## src/core/ces_pkg.sv

```systemverilog
// constants shared by the communication error supervisor
// Functional notes
// retry limit holds 0 to 10, resets to 1
// consecutive receive errors beyond the limit trip per the stop mode
// retry limit at disable code: no trip, minor alarm instead
// minor alarm reaches a terminal only with function code 98 or 198
// retry counting only under the computer-link protocol, never under Modbus-RTU
// loss interval 0.1 s to 999.8 s: trip after silence that long
// loss interval at disable code: no signal-loss detection
// loss interval zero: trip on entering network operation mode
// any received frame clears the loss counter, whatever its station
// loss timing starts at first frame after entering network mode
// master sends a frame within every check interval
// stop mode 0 coasts, 1 decelerates then faults, 2 decelerates and restarts
// settings writable only while parameter access select is zero
// an error-free frame clears the consecutive error count
package ces_pkg;
    // clock and loss time base
    localparam int CLK_PERIOD_NS = 100;
    localparam int LOSS_UNIT_NS = 100_000_000;
    localparam int LOSS_UNIT_CYCLES = LOSS_UNIT_NS / CLK_PERIOD_NS;
    // widths
    localparam int SET_W = 16;
    localparam int ERR_W = 4;
    localparam int LCNT_W = 14;
    localparam int FUNC_W = 8;
    localparam int TERM_N = 3;
    localparam int ADDR_W = 8;
    localparam int IRQ_W = 4;
    // setting values
    localparam logic [15:0] SET_DISABLE = 16'h270F;
    localparam logic [15:0] RETRY_RESET = 16'h0001;
    localparam logic [15:0] RETRY_MAX = 16'h000A;
    localparam logic [15:0] LOSS_RESET = 16'h270F;
    localparam logic [15:0] LOSS_MAX = 16'h270E;
    localparam logic [15:0] ACCESS_RESET = 16'h0000;
    localparam logic [1:0] MODE_COAST = 2'h0;
    localparam logic [1:0] MODE_DECEL = 2'h1;
    localparam logic [1:0] MODE_RESTART = 2'h2;
    localparam logic [1:0] MODE_RESET = 2'h0;
    localparam logic [7:0] FUNC_RESET = 8'h00;
    localparam logic [7:0] FUNC_ALARM_POS = 8'h62;
    localparam logic [7:0] FUNC_ALARM_NEG = 8'hC6;
    // register byte offsets
    localparam logic [7:0] OFS_RETRY = 8'h00;
    localparam logic [7:0] OFS_LOSS = 8'h04;
    localparam logic [7:0] OFS_MODE = 8'h08;
    localparam logic [7:0] OFS_ACCESS = 8'h0C;
    localparam logic [7:0] OFS_FUNC0 = 8'h10;
    localparam logic [7:0] OFS_FUNC1 = 8'h14;
    localparam logic [7:0] OFS_FUNC2 = 8'h18;
    localparam logic [7:0] OFS_STATUS = 8'h1C;
    localparam logic [7:0] OFS_IRQ_STAT = 8'h20;
    localparam logic [7:0] OFS_IRQ_CLR = 8'h24;
    localparam logic [7:0] OFS_IRQ_EN = 8'h28;
    localparam logic [7:0] OFS_LOSS_CNT = 8'h2C;
    // status register fields
    localparam int STAT_FAULT = 0;
    localparam int STAT_MINOR = 1;
    localparam int STAT_ARMED = 2;
    localparam int STAT_ERR_LSB = 4;
    localparam int STAT_FSM_LSB = 8;
    localparam int STAT_FMODE_LSB = 12;
    // interrupt bits
    localparam int IRQ_RETRY = 0;
    localparam int IRQ_LOSS = 1;
    localparam int IRQ_MINOR = 2;
    localparam int IRQ_RESTART = 3;
    localparam logic [3:0] IRQ_RESET = 4'h0;
endpackage : ces_pkg

```

## src/core/ces_tick.sv

```systemverilog
// prescaler giving one pulse per loss time unit
`timescale 1ns/1ns
module ces_tick #(
    parameter int CYCLES = 1000000
) (
    input wire logic core_clk_in,
    input wire logic rst_in,
    input wire logic clear_in,
    input wire logic run_in,
    output logic tick_out
);
    localparam int CW = $clog2(CYCLES + 1);

    typedef struct packed {
        logic [CW-1:0] cnt;
        logic tick;
    } ces_tick_state_type;

    ces_tick_state_type r;
    ces_tick_state_type next_r;

    // count cycles, restart phase on clear
    always_comb
    begin
        next_r = r;
        next_r.tick = 1'b0;
        if (clear_in || !run_in)
        begin
            next_r.cnt = '0;
        end
        else if (r.cnt == CW'(CYCLES - 1))
        begin
            next_r.cnt = '0;
            next_r.tick = 1'b1;
        end
        else
        begin
            next_r.cnt = r.cnt + CW'(1);
        end
    end

    // state register
    always_ff @(posedge core_clk_in or posedge rst_in)
    begin
        if (rst_in)
        begin
            r <= '0;
        end
        else
        begin
            r <= next_r;
        end
    end

    assign tick_out = r.tick;
endmodule : ces_tick

```

## src/core/ces_supervisor.sv

```systemverilog
// link error supervisor: retry count, signal loss, stop mode, registers
`timescale 1ns/1ns
module ces_supervisor #(
    parameter int LOSS_UNIT_CYCLES = ces_pkg::LOSS_UNIT_CYCLES
) (
    input wire logic core_clk_in,
    input wire logic rst_in,
    input wire logic [7:0] reg_addr_in,
    input wire logic [31:0] reg_wdata_in,
    input wire logic reg_wr_in,
    input wire logic reg_rd_in,
    output logic [31:0] reg_rdata_out,
    input wire logic frame_ok_in,
    input wire logic frame_err_in,
    input wire logic protocol_modbus_in,
    input wire logic net_mode_in,
    input wire logic motor_stopped_in,
    output logic coast_stop_out,
    output logic decel_stop_out,
    output logic link_fault_code_out,
    output logic fault_output_out,
    output logic minor_alarm_out,
    output logic [2:0] term_out,
    output logic irq_out
);
    typedef enum logic [2:0] {
        FLT_NONE,
        FLT_COAST,
        FLT_DECEL,
        FLT_TRIPPED,
        FLT_HOLD
    } ces_fault_type;

    typedef struct packed {
        logic [15:0] retry;
        logic [15:0] loss;
        logic [15:0] access;
        logic [1:0] mode;
        logic [2:0][7:0] func;
        logic [3:0] err_cnt;
        logic [13:0] loss_cnt;
        logic armed;
        logic net_prev;
        logic minor;
        ces_fault_type fsm;
        logic [1:0] flt_mode;
        logic [3:0] irq_stat;
        logic [3:0] irq_en;
        logic [31:0] rdata;
        logic coast;
        logic decel;
        logic disp;
        logic fout;
        logic [2:0] term;
    } ces_state_type;

    ces_state_type r;
    ces_state_type next_r;
    logic tick;

    // legal retry setting: 0 to 10 or the disable code
    function automatic logic retry_ok(input logic [15:0] v);
        retry_ok = (v <= ces_pkg::RETRY_MAX) || (v == ces_pkg::SET_DISABLE);
    endfunction : retry_ok

    // legal loss setting: 0, 1 to 9998 tenths, or the disable code
    function automatic logic loss_ok(input logic [15:0] v);
        loss_ok = (v <= ces_pkg::LOSS_MAX) || (v == ces_pkg::SET_DISABLE);
    endfunction : loss_ok

    // terminal level for a function code and the alarm state
    function automatic logic term_level(input logic [7:0] code, input logic alarm);
        if (code == ces_pkg::FUNC_ALARM_POS)
        begin
            term_level = alarm;
        end
        else if (code == ces_pkg::FUNC_ALARM_NEG)
        begin
            term_level = !alarm;
        end
        else
        begin
            term_level = 1'b0;
        end
    endfunction : term_level

    // time base for the loss counter, rephased by every frame
    ces_tick #(
        .CYCLES(LOSS_UNIT_CYCLES)
    ) u_tick (
        .core_clk_in(core_clk_in),
        .rst_in(rst_in),
        .clear_in(frame_ok_in || frame_err_in || !net_mode_in),
        .run_in(r.armed),
        .tick_out(tick)
    );

    // next state of the whole block
    always_comb
    begin
        logic set_wr;
        logic rx_any;
        logic loss_on;
        logic trip_retry;
        logic trip_loss;
        logic minor_evt;
        logic restart_evt;
        logic [3:0] irq_set;
        logic [3:0] irq_clr;
        logic [31:0] st;
        set_wr = 1'b0;
        rx_any = 1'b0;
        loss_on = 1'b0;
        trip_retry = 1'b0;
        trip_loss = 1'b0;
        minor_evt = 1'b0;
        restart_evt = 1'b0;
        irq_set = '0;
        irq_clr = '0;
        st = '0;
        next_r = r;

        // settings writes, gated by the access selector
        set_wr = reg_wr_in && (r.access == 16'h0000);
        if (set_wr && reg_addr_in == ces_pkg::OFS_RETRY && retry_ok(reg_wdata_in[15:0]))
        begin
            next_r.retry = reg_wdata_in[15:0];
        end
        if (set_wr && reg_addr_in == ces_pkg::OFS_LOSS && loss_ok(reg_wdata_in[15:0]))
        begin
            next_r.loss = reg_wdata_in[15:0];
        end
        if (set_wr && reg_addr_in == ces_pkg::OFS_MODE && reg_wdata_in[31:2] == 30'h0
            && reg_wdata_in[1:0] <= ces_pkg::MODE_RESTART)
        begin
            next_r.mode = reg_wdata_in[1:0];
        end

        // ungated registers
        if (reg_wr_in && reg_addr_in == ces_pkg::OFS_ACCESS)
        begin
            next_r.access = reg_wdata_in[15:0];
        end
        if (reg_wr_in && reg_addr_in == ces_pkg::OFS_FUNC0)
        begin
            next_r.func[0] = reg_wdata_in[7:0];
        end
        if (reg_wr_in && reg_addr_in == ces_pkg::OFS_FUNC1)
        begin
            next_r.func[1] = reg_wdata_in[7:0];
        end
        if (reg_wr_in && reg_addr_in == ces_pkg::OFS_FUNC2)
        begin
            next_r.func[2] = reg_wdata_in[7:0];
        end
        if (reg_wr_in && reg_addr_in == ces_pkg::OFS_IRQ_EN)
        begin
            next_r.irq_en = reg_wdata_in[3:0];
        end
        if (reg_wr_in && reg_addr_in == ces_pkg::OFS_IRQ_CLR)
        begin
            irq_clr = reg_wdata_in[3:0];
        end

        // receive error run, computer-link protocol only
        if (frame_err_in && !protocol_modbus_in)
        begin
            if (r.retry == ces_pkg::SET_DISABLE)
            begin
                next_r.minor = 1'b1;
                minor_evt = !r.minor;
            end
            else
            begin
                if (r.err_cnt != 4'hF)
                begin
                    next_r.err_cnt = r.err_cnt + 4'h1;
                end
                if ((16'(r.err_cnt) + 16'h0001) > r.retry)
                begin
                    trip_retry = 1'b1;
                end
            end
        end
        // a clean frame ends the error run and the minor alarm
        if (frame_ok_in)
        begin
            next_r.err_cnt = '0;
            next_r.minor = 1'b0;
        end

        // signal loss detection
        rx_any = frame_ok_in || frame_err_in;
        loss_on = (r.loss != ces_pkg::SET_DISABLE) && (r.loss != 16'h0000);
        next_r.net_prev = net_mode_in;
        if (!net_mode_in)
        begin
            next_r.armed = 1'b0;
            next_r.loss_cnt = '0;
        end
        else if (rx_any)
        begin
            next_r.armed = loss_on;
            next_r.loss_cnt = '0;
        end
        else if (r.armed && tick && loss_on)
        begin
            next_r.loss_cnt = r.loss_cnt + 14'h0001;
            if ((r.loss_cnt + 14'h0001) >= r.loss[13:0])
            begin
                trip_loss = 1'b1;
            end
        end
        if (!loss_on)
        begin
            next_r.armed = 1'b0;
        end
        // zero interval faults on entry to network mode
        if (net_mode_in && !r.net_prev && r.loss == 16'h0000)
        begin
            trip_loss = 1'b1;
        end

        // fault response per captured stop mode
        unique case (r.fsm)
            FLT_NONE:
            begin
                if (trip_retry || trip_loss)
                begin
                    next_r.flt_mode = r.mode;
                    next_r.fsm = (r.mode == ces_pkg::MODE_COAST) ? FLT_COAST : FLT_DECEL;
                end
            end
            FLT_COAST:
            begin
                next_r.fsm = FLT_COAST;
            end
            FLT_DECEL:
            begin
                if (r.flt_mode == ces_pkg::MODE_RESTART && frame_ok_in)
                begin
                    next_r.fsm = FLT_NONE;
                    restart_evt = 1'b1;
                end
                else if (motor_stopped_in)
                begin
                    next_r.fsm = (r.flt_mode == ces_pkg::MODE_DECEL) ? FLT_TRIPPED : FLT_HOLD;
                end
            end
            FLT_TRIPPED:
            begin
                next_r.fsm = FLT_TRIPPED;
            end
            FLT_HOLD:
            begin
                if (frame_ok_in)
                begin
                    next_r.fsm = FLT_NONE;
                    restart_evt = 1'b1;
                end
            end
            default:
            begin
                next_r.fsm = FLT_NONE;
            end
        endcase

        // registered motor and fault outputs
        next_r.coast = (next_r.fsm == FLT_COAST);
        next_r.decel = (next_r.fsm == FLT_DECEL) || (next_r.fsm == FLT_TRIPPED)
            || (next_r.fsm == FLT_HOLD);
        next_r.disp = (next_r.fsm == FLT_COAST) || (next_r.fsm == FLT_TRIPPED)
            || (next_r.fsm == FLT_HOLD);
        next_r.fout = (next_r.fsm == FLT_COAST) || (next_r.fsm == FLT_TRIPPED);

        // alarm onto terminals by function code
        for (int i = 0; i < ces_pkg::TERM_N; i++)
        begin
            next_r.term[i] = term_level(next_r.func[i], next_r.minor);
        end

        // sticky interrupt status, set wins over clear
        irq_set[ces_pkg::IRQ_RETRY] = trip_retry;
        irq_set[ces_pkg::IRQ_LOSS] = trip_loss;
        irq_set[ces_pkg::IRQ_MINOR] = minor_evt;
        irq_set[ces_pkg::IRQ_RESTART] = restart_evt;
        next_r.irq_stat = (r.irq_stat & ~irq_clr) | irq_set;

        // status word
        st[ces_pkg::STAT_FAULT] = (r.fsm != FLT_NONE);
        st[ces_pkg::STAT_MINOR] = r.minor;
        st[ces_pkg::STAT_ARMED] = r.armed;
        st[ces_pkg::STAT_ERR_LSB +: 4] = r.err_cnt;
        st[ces_pkg::STAT_FSM_LSB +: 3] = r.fsm;
        st[ces_pkg::STAT_FMODE_LSB +: 2] = r.flt_mode;

        // read data stand for one cycle only
        next_r.rdata = '0;
        if (reg_rd_in)
        begin
            unique case (reg_addr_in)
                ces_pkg::OFS_RETRY: next_r.rdata = {16'h0000, r.retry};
                ces_pkg::OFS_LOSS: next_r.rdata = {16'h0000, r.loss};
                ces_pkg::OFS_MODE: next_r.rdata = {30'h0, r.mode};
                ces_pkg::OFS_ACCESS: next_r.rdata = {16'h0000, r.access};
                ces_pkg::OFS_FUNC0: next_r.rdata = {24'h0, r.func[0]};
                ces_pkg::OFS_FUNC1: next_r.rdata = {24'h0, r.func[1]};
                ces_pkg::OFS_FUNC2: next_r.rdata = {24'h0, r.func[2]};
                ces_pkg::OFS_STATUS: next_r.rdata = st;
                ces_pkg::OFS_IRQ_STAT: next_r.rdata = {28'h0, r.irq_stat};
                ces_pkg::OFS_IRQ_EN: next_r.rdata = {28'h0, r.irq_en};
                ces_pkg::OFS_LOSS_CNT: next_r.rdata = {18'h0, r.loss_cnt};
                default: next_r.rdata = '0;
            endcase
        end
    end

    // state register with reset values
    always_ff @(posedge core_clk_in or posedge rst_in)
    begin
        if (rst_in)
        begin
            r <= '0;
            r.retry <= ces_pkg::RETRY_RESET;
            r.loss <= ces_pkg::LOSS_RESET;
            r.access <= ces_pkg::ACCESS_RESET;
            r.mode <= ces_pkg::MODE_RESET;
            r.func <= {3{ces_pkg::FUNC_RESET}};
            r.fsm <= FLT_NONE;
            r.irq_stat <= ces_pkg::IRQ_RESET;
            r.irq_en <= ces_pkg::IRQ_RESET;
        end
        else
        begin
            r <= next_r;
        end
    end

    // outputs
    assign reg_rdata_out = r.rdata;
    assign coast_stop_out = r.coast;
    assign decel_stop_out = r.decel;
    assign link_fault_code_out = r.disp;
    assign fault_output_out = r.fout;
    assign minor_alarm_out = r.minor;
    assign term_out = r.term;
    assign irq_out = |(r.irq_stat & r.irq_en); // level interrupt
endmodule : ces_supervisor

```

## config.mk

```make
export PLATFORM = sky130hd
export DESIGN_NAME = ces_supervisor
export DESIGN_NICKNAME = d
export VERILOG_FILES = /design/src/core/ces_pkg.sv /design/src/core/ces_tick.sv /design/src/core/ces_supervisor.sv
export SDC_FILE = /design/constraint.sdc
export NUM_CORES = 1
export LEC_CHECK = 0
export BUFFER_PORTS_ARGS = -buffer_cell sky130_fd_sc_hd__buf_4
export CORE_AREA = 2 2 120 122
export CTS_BUF_LIST = sky130_fd_sc_hd__clkbuf_4 sky130_fd_sc_hd__clkbuf_8 sky130_fd_sc_hd__clkbuf_16
export CTS_CLUSTER_DIAMETER = 30
export DETAILED_ROUTE_END_ITERATION = 6
export DIE_AREA = 0 0 122 124
export PLACE_DENSITY_LB_ADDON = 0.05
export SYNTH_ARGS = -nofsm -noshare
export SYNTH_HDL_FRONTEND = slang
export SYNTH_HIERARCHICAL = 1
export SYNTH_SLANG_ARGS = --single-unit
export TNS_END_PERCENT = 10
```

## constraint.sdc

```tcl
create_clock -name core_clk_in -period 7.18 [get_ports core_clk_in]
set_input_delay 1.436 -clock core_clk_in [delete_from_list [all_inputs] [get_ports core_clk_in]]
set_output_delay 1.436 -clock core_clk_in [all_outputs]
set_load 0.005 [all_outputs]
```

==> summary.log <==
[outcome] result of the run complete, no violations
[clock_tree] number of buffers added by the clock tree synthesis step 17
[worst_setup_path] worst-path cell with the longest stage delay nor4_1
[yosys] number of enable flip-flop cells after synthesis 0
[detailed_routing] wire per inst 22.11 um
[floorplan] IO Pins 90
[floorplan] total core area 0.01372 mm2
[timing] unrepaired setup endpoints after global routing no
[cells_and_area] fraction of layout cells with a size suffix above 1 23.65%
[floorplan] starting density of the core 59.12%
[timing] Final Skew 0.01172 ns
[worst_setup_path] worst path required time 7.49 ns
[cells_and_area] area grow syn2layout 13.19%
[yosys] Synthesis Warnings 6
[yosys] mean post-synth cell area 10.49 um2
[cells_and_area] leading cell types in the layout, fill and taps excluded dfrtp_1 (143), buf_4 (75), nor2_1 (64)
[floorplan] vertical extent of the die 124 um
[cells_and_area] Core Util, Final 66.91%
[worst_hold_path] Min-Delay Path Class flop to flop
[detailed_routing] highest metal layer with signal wires met4
[detailed_routing] remaining number of nets flagged by the antenna check after routing 0
[power_and_ir_drop] sw frac 24.40%
[clock_tree] buffers inserted by post-CTS timing repair 0
[detailed_routing] routed via count divided by cell count 6.347
[timing] maximum achievable frequency 0.2392 GHz
[clock_tree] clock slew at reported path FFs 0.06 ns
[grt] wire length of the first global-routing pass 34710 um
[clock_tree] root buffer selected by CTS clkbuf_16
[worst_setup_path] peak per-stage delay on the critical path 0.70 ns
[floorplan] total die area 0.01513 mm2
[clock_tree] TritonCTS clock tree yes
[grt] GRT Residual Overflow 0
[placed_design] quantity of I/O buffers inserted on ports 73
[worst_setup_path] largest driver fanout on the critical path 6
[worst_setup_path] Setup CP Type flop to flop
[yosys] number of flip-flops and latches in the synthesized netlist 152
[detailed_routing] total DRC errors in the routed layout 0
[clock_tree] clk buf depth 2
[power_and_ir_drop] clock network fraction of total power 47.1%
[detailed_routing] detailed router's first-iteration violation count 875
[power_and_ir_drop] sequential share of power 46.0%
[timing] final number of max-transition violations 0
[power_and_ir_drop] worst vdd rail ir drop 0.0001614 V
[floorplan] horizontal extent of the die 122 um
[yosys] summed instance area of the synthesized netlist 0.008110 mm2
[worst_setup_path] cell-by-cell listing of the critical path ha_1 -> nand3_1 -> nor4_1 -> nand3_1 -> xnor2_1 -> ha_1 -> nand4_1 -> nor2_1 -> and3_1 -> a221oi_1 -> o31ai_1 -> o21ai_1 -> mux2_2
[clock_tree] number of clock sinks seen by CTS 152
[detailed_routing] Routed met3 length 1821 um
[detailed_routing] Total Wirelength 22400 um
[yosys] async set-reset flop share out of synthesis 100.0%
[detailed_routing] total via count after detailed routing 6430
[clock_tree] worst-skew pair later-pin latency 0.44 ns
[timing] Final setup viols 0
[power_and_ir_drop] total power density per cell area 213.6 mW/mm2
[detailed_routing] sum of routed wire segments on met1 9494 um
[placed_design] gpl congestion 0.9121
[timing] total negative setup slack 0 ns
[worst_setup_path] total buffers and inverters traversed by the critical path 0
[placed_design] final HPWL from detailed placement 16350 um
[clock_tree] number of hold-repair buffers added at the cts stage 0
[grt] via count of the first global-routing pass 6219
[yosys] Cell variety after synth 70
[timing] Tmin final 4.180 ns
[timing] worst-margin pin slew 1.446 ns
[power_and_ir_drop] Static Leakage 4.156 nW
[yosys] sequential cell area fraction in the yosys report 47.04%
[cells_and_area] most frequent standard cell in the layout excluding fill and tap cells dfrtp_1
[worst_setup_path] sort of element at the start of the critical path flop
[worst_setup_path] element type at the critical path end flop
[cells_and_area] count of antenna diodes in the layout 0
[clock_tree] number of H-tree levels 4
[worst_setup_path] worst path arrival time 4.49 ns
[yosys] Mapped Cells 773
[clock_tree] PostCTS Resize Cnt 0
[grt] antenna violations before repair 0
[grt] Tot GR Track Use 31.03%
[floorplan] cell row count 43
[worst_setup_path] family with the most delay on the worst path simple AND/OR/NAND/NOR gates
[detailed_routing] length of routed met2 wiring 10470 um
[timing] worst slew margin relative to its limit 2.960%
[grt] maximum number of pins on one net before global-route repair 70
[power_and_ir_drop] Int Pwr 1.483 mW
[power_and_ir_drop] part of the total power dissipated in combinational logic 6.9%
[yosys] leading register cell type out of synthesis dfrtp_1
[run] Max-Cap Viols 0
[timing] final hold violations 0
[cells_and_area] Post-layout nets 891
[power_and_ir_drop] switching power total 0.4786 mW
[timing] final critical-path share of the clock period 58.22%
[detailed_routing] First-pass DRT Iterations 6
## power by group through the flow
stage | clock network (mW) | registers, mW | logic [mW]
2_1_floorplan | 0 | 0.908 | 0.0771
3_3_place_gp | 0 | 0.915 | 0.133
3_5_place_dp | 0 | 0.916 | 0.136
4_1_cts | 0.933 | 0.900 | 0.137
5_1_grt | 0.967 | 0.903 | 0.150
6_report | 0.924 | 0.901 | 0.136
## synthesized netlist by cell type (all sizes together), types with 5 or more instances
cell type	count	area [um2]
a21o	5	37.54
a221oi	5	43.79
xor2	26	227.7
mux2i	7	70.07
a22oi	20	150.1
o31ai	5	51.30
inv	33	123.9
nand2	59	221.5
dfstp	9	236.5
or4	8	60.06
nand3b	6	45.04
a21oi	33	165.2
o21ai	20	100.1
nand4	15	93.84
a22o	6	52.55
nor3	7	35.03
a31oi	9	56.30
buf	47	339.1
nor4	22	152.7
a222oi	14	140.1
xnor2	15	131.4
mux2	58	656.9
nor2	68	270.3
ha	22	275.3
and3	11	70.07
nand3	26	152.7
clkbuf	15	56.30
and2	12	76.33
dfrtp	143	3578
## layout make-up
class	count	area [um2]
clock buffers	21	474.2
repair buffers	75	563.0
well taps	180	225.2
multi-input cells	541	3839
flip-flops and latches	152	3815
inverters	33	126.4
clock inverters	11	137.6
fillers	1090	4539
## through the flow
stage | power, mW | hold WS, ns | setup slack [ns] | instance area (um2) | instances
after floorplan | 0.9849 | 0.4354 | 2.261 | 8167 | 788
after global routing | 2.021 | 0.5342 | 2.789 | 9180 | 1013
after detailed placement | 1.052 | 0.4788 | 2.939 | 8568 | 981
after CTS | 1.970 | 0.4841 | 3.106 | 9180 | 1013
after global placement | 1.048 | 0.4551 | 2.926 | 8568 | 981
final | 1.961 | 0.4803 | 3.000 | 9180 | 1013
## state kept, by name, summed over array words and instances, names as in the netlist, 3 cells and up
signal         cells
r                107
reg_rdata_out     16
term_out           3
u_tick/r          20
## logic make-up after synthesis
logic type | Yosys count | share of synthesized area (%)
adders and majority gates | 22 | 3.394
AOI/OAI and AO/OA | 134 | 11.71
muxes | 66 | 9.241
DFF | 152 | 47.04
buffers and inverters | 95 | 6.402
xor gates and xnor gates | 41 | 4.428
and+or+nand+nor | 262 | 17.74
other | 1 | 0.04624
## routing by layer
layer | global-route usage, % | up-vias
met2 | 47.94 | 299
met4 | 12.28 | 0
met1 | 42.02 | 3200
li1 | - | 2880
met3 | 8.150 | 51
met5 | 0 | -
## path summary, 6_finish.rpt
| check | slack [ns] | end | start | cells after the start |
|---|---|---|---|---|
| setup / recovery | 3.00 | r[47] | r[55] | 13 |
| min in group asynchronous | 1.16 | u_tick/r[7] | rst_in | 2 |
| setup reg to reg | 3.00 | r[47] | r[55] | 13 |
| hold reg to reg | 0.48 | u_tick/r[1] | u_tick/r[1] | 1 |
| hold / removal | 0.48 | u_tick/r[1] | u_tick/r[1] | 1 |
| max in group asynchronous | 4.62 | r[135] | rst_in | 3 |
## worst reg2reg max path: cells and delay by family, from the launching register on
family | cells | cell delay [ns]
flops | 1 | 0.48
simple gates | 6 | 1.60
mux | 1 | 0.33
compound gates | 3 | 0.93
xor+xnor | 1 | 0.18
fa+ha+maj | 2 | 0.55
Note: power is estimated with default switching activity, not from simulation.
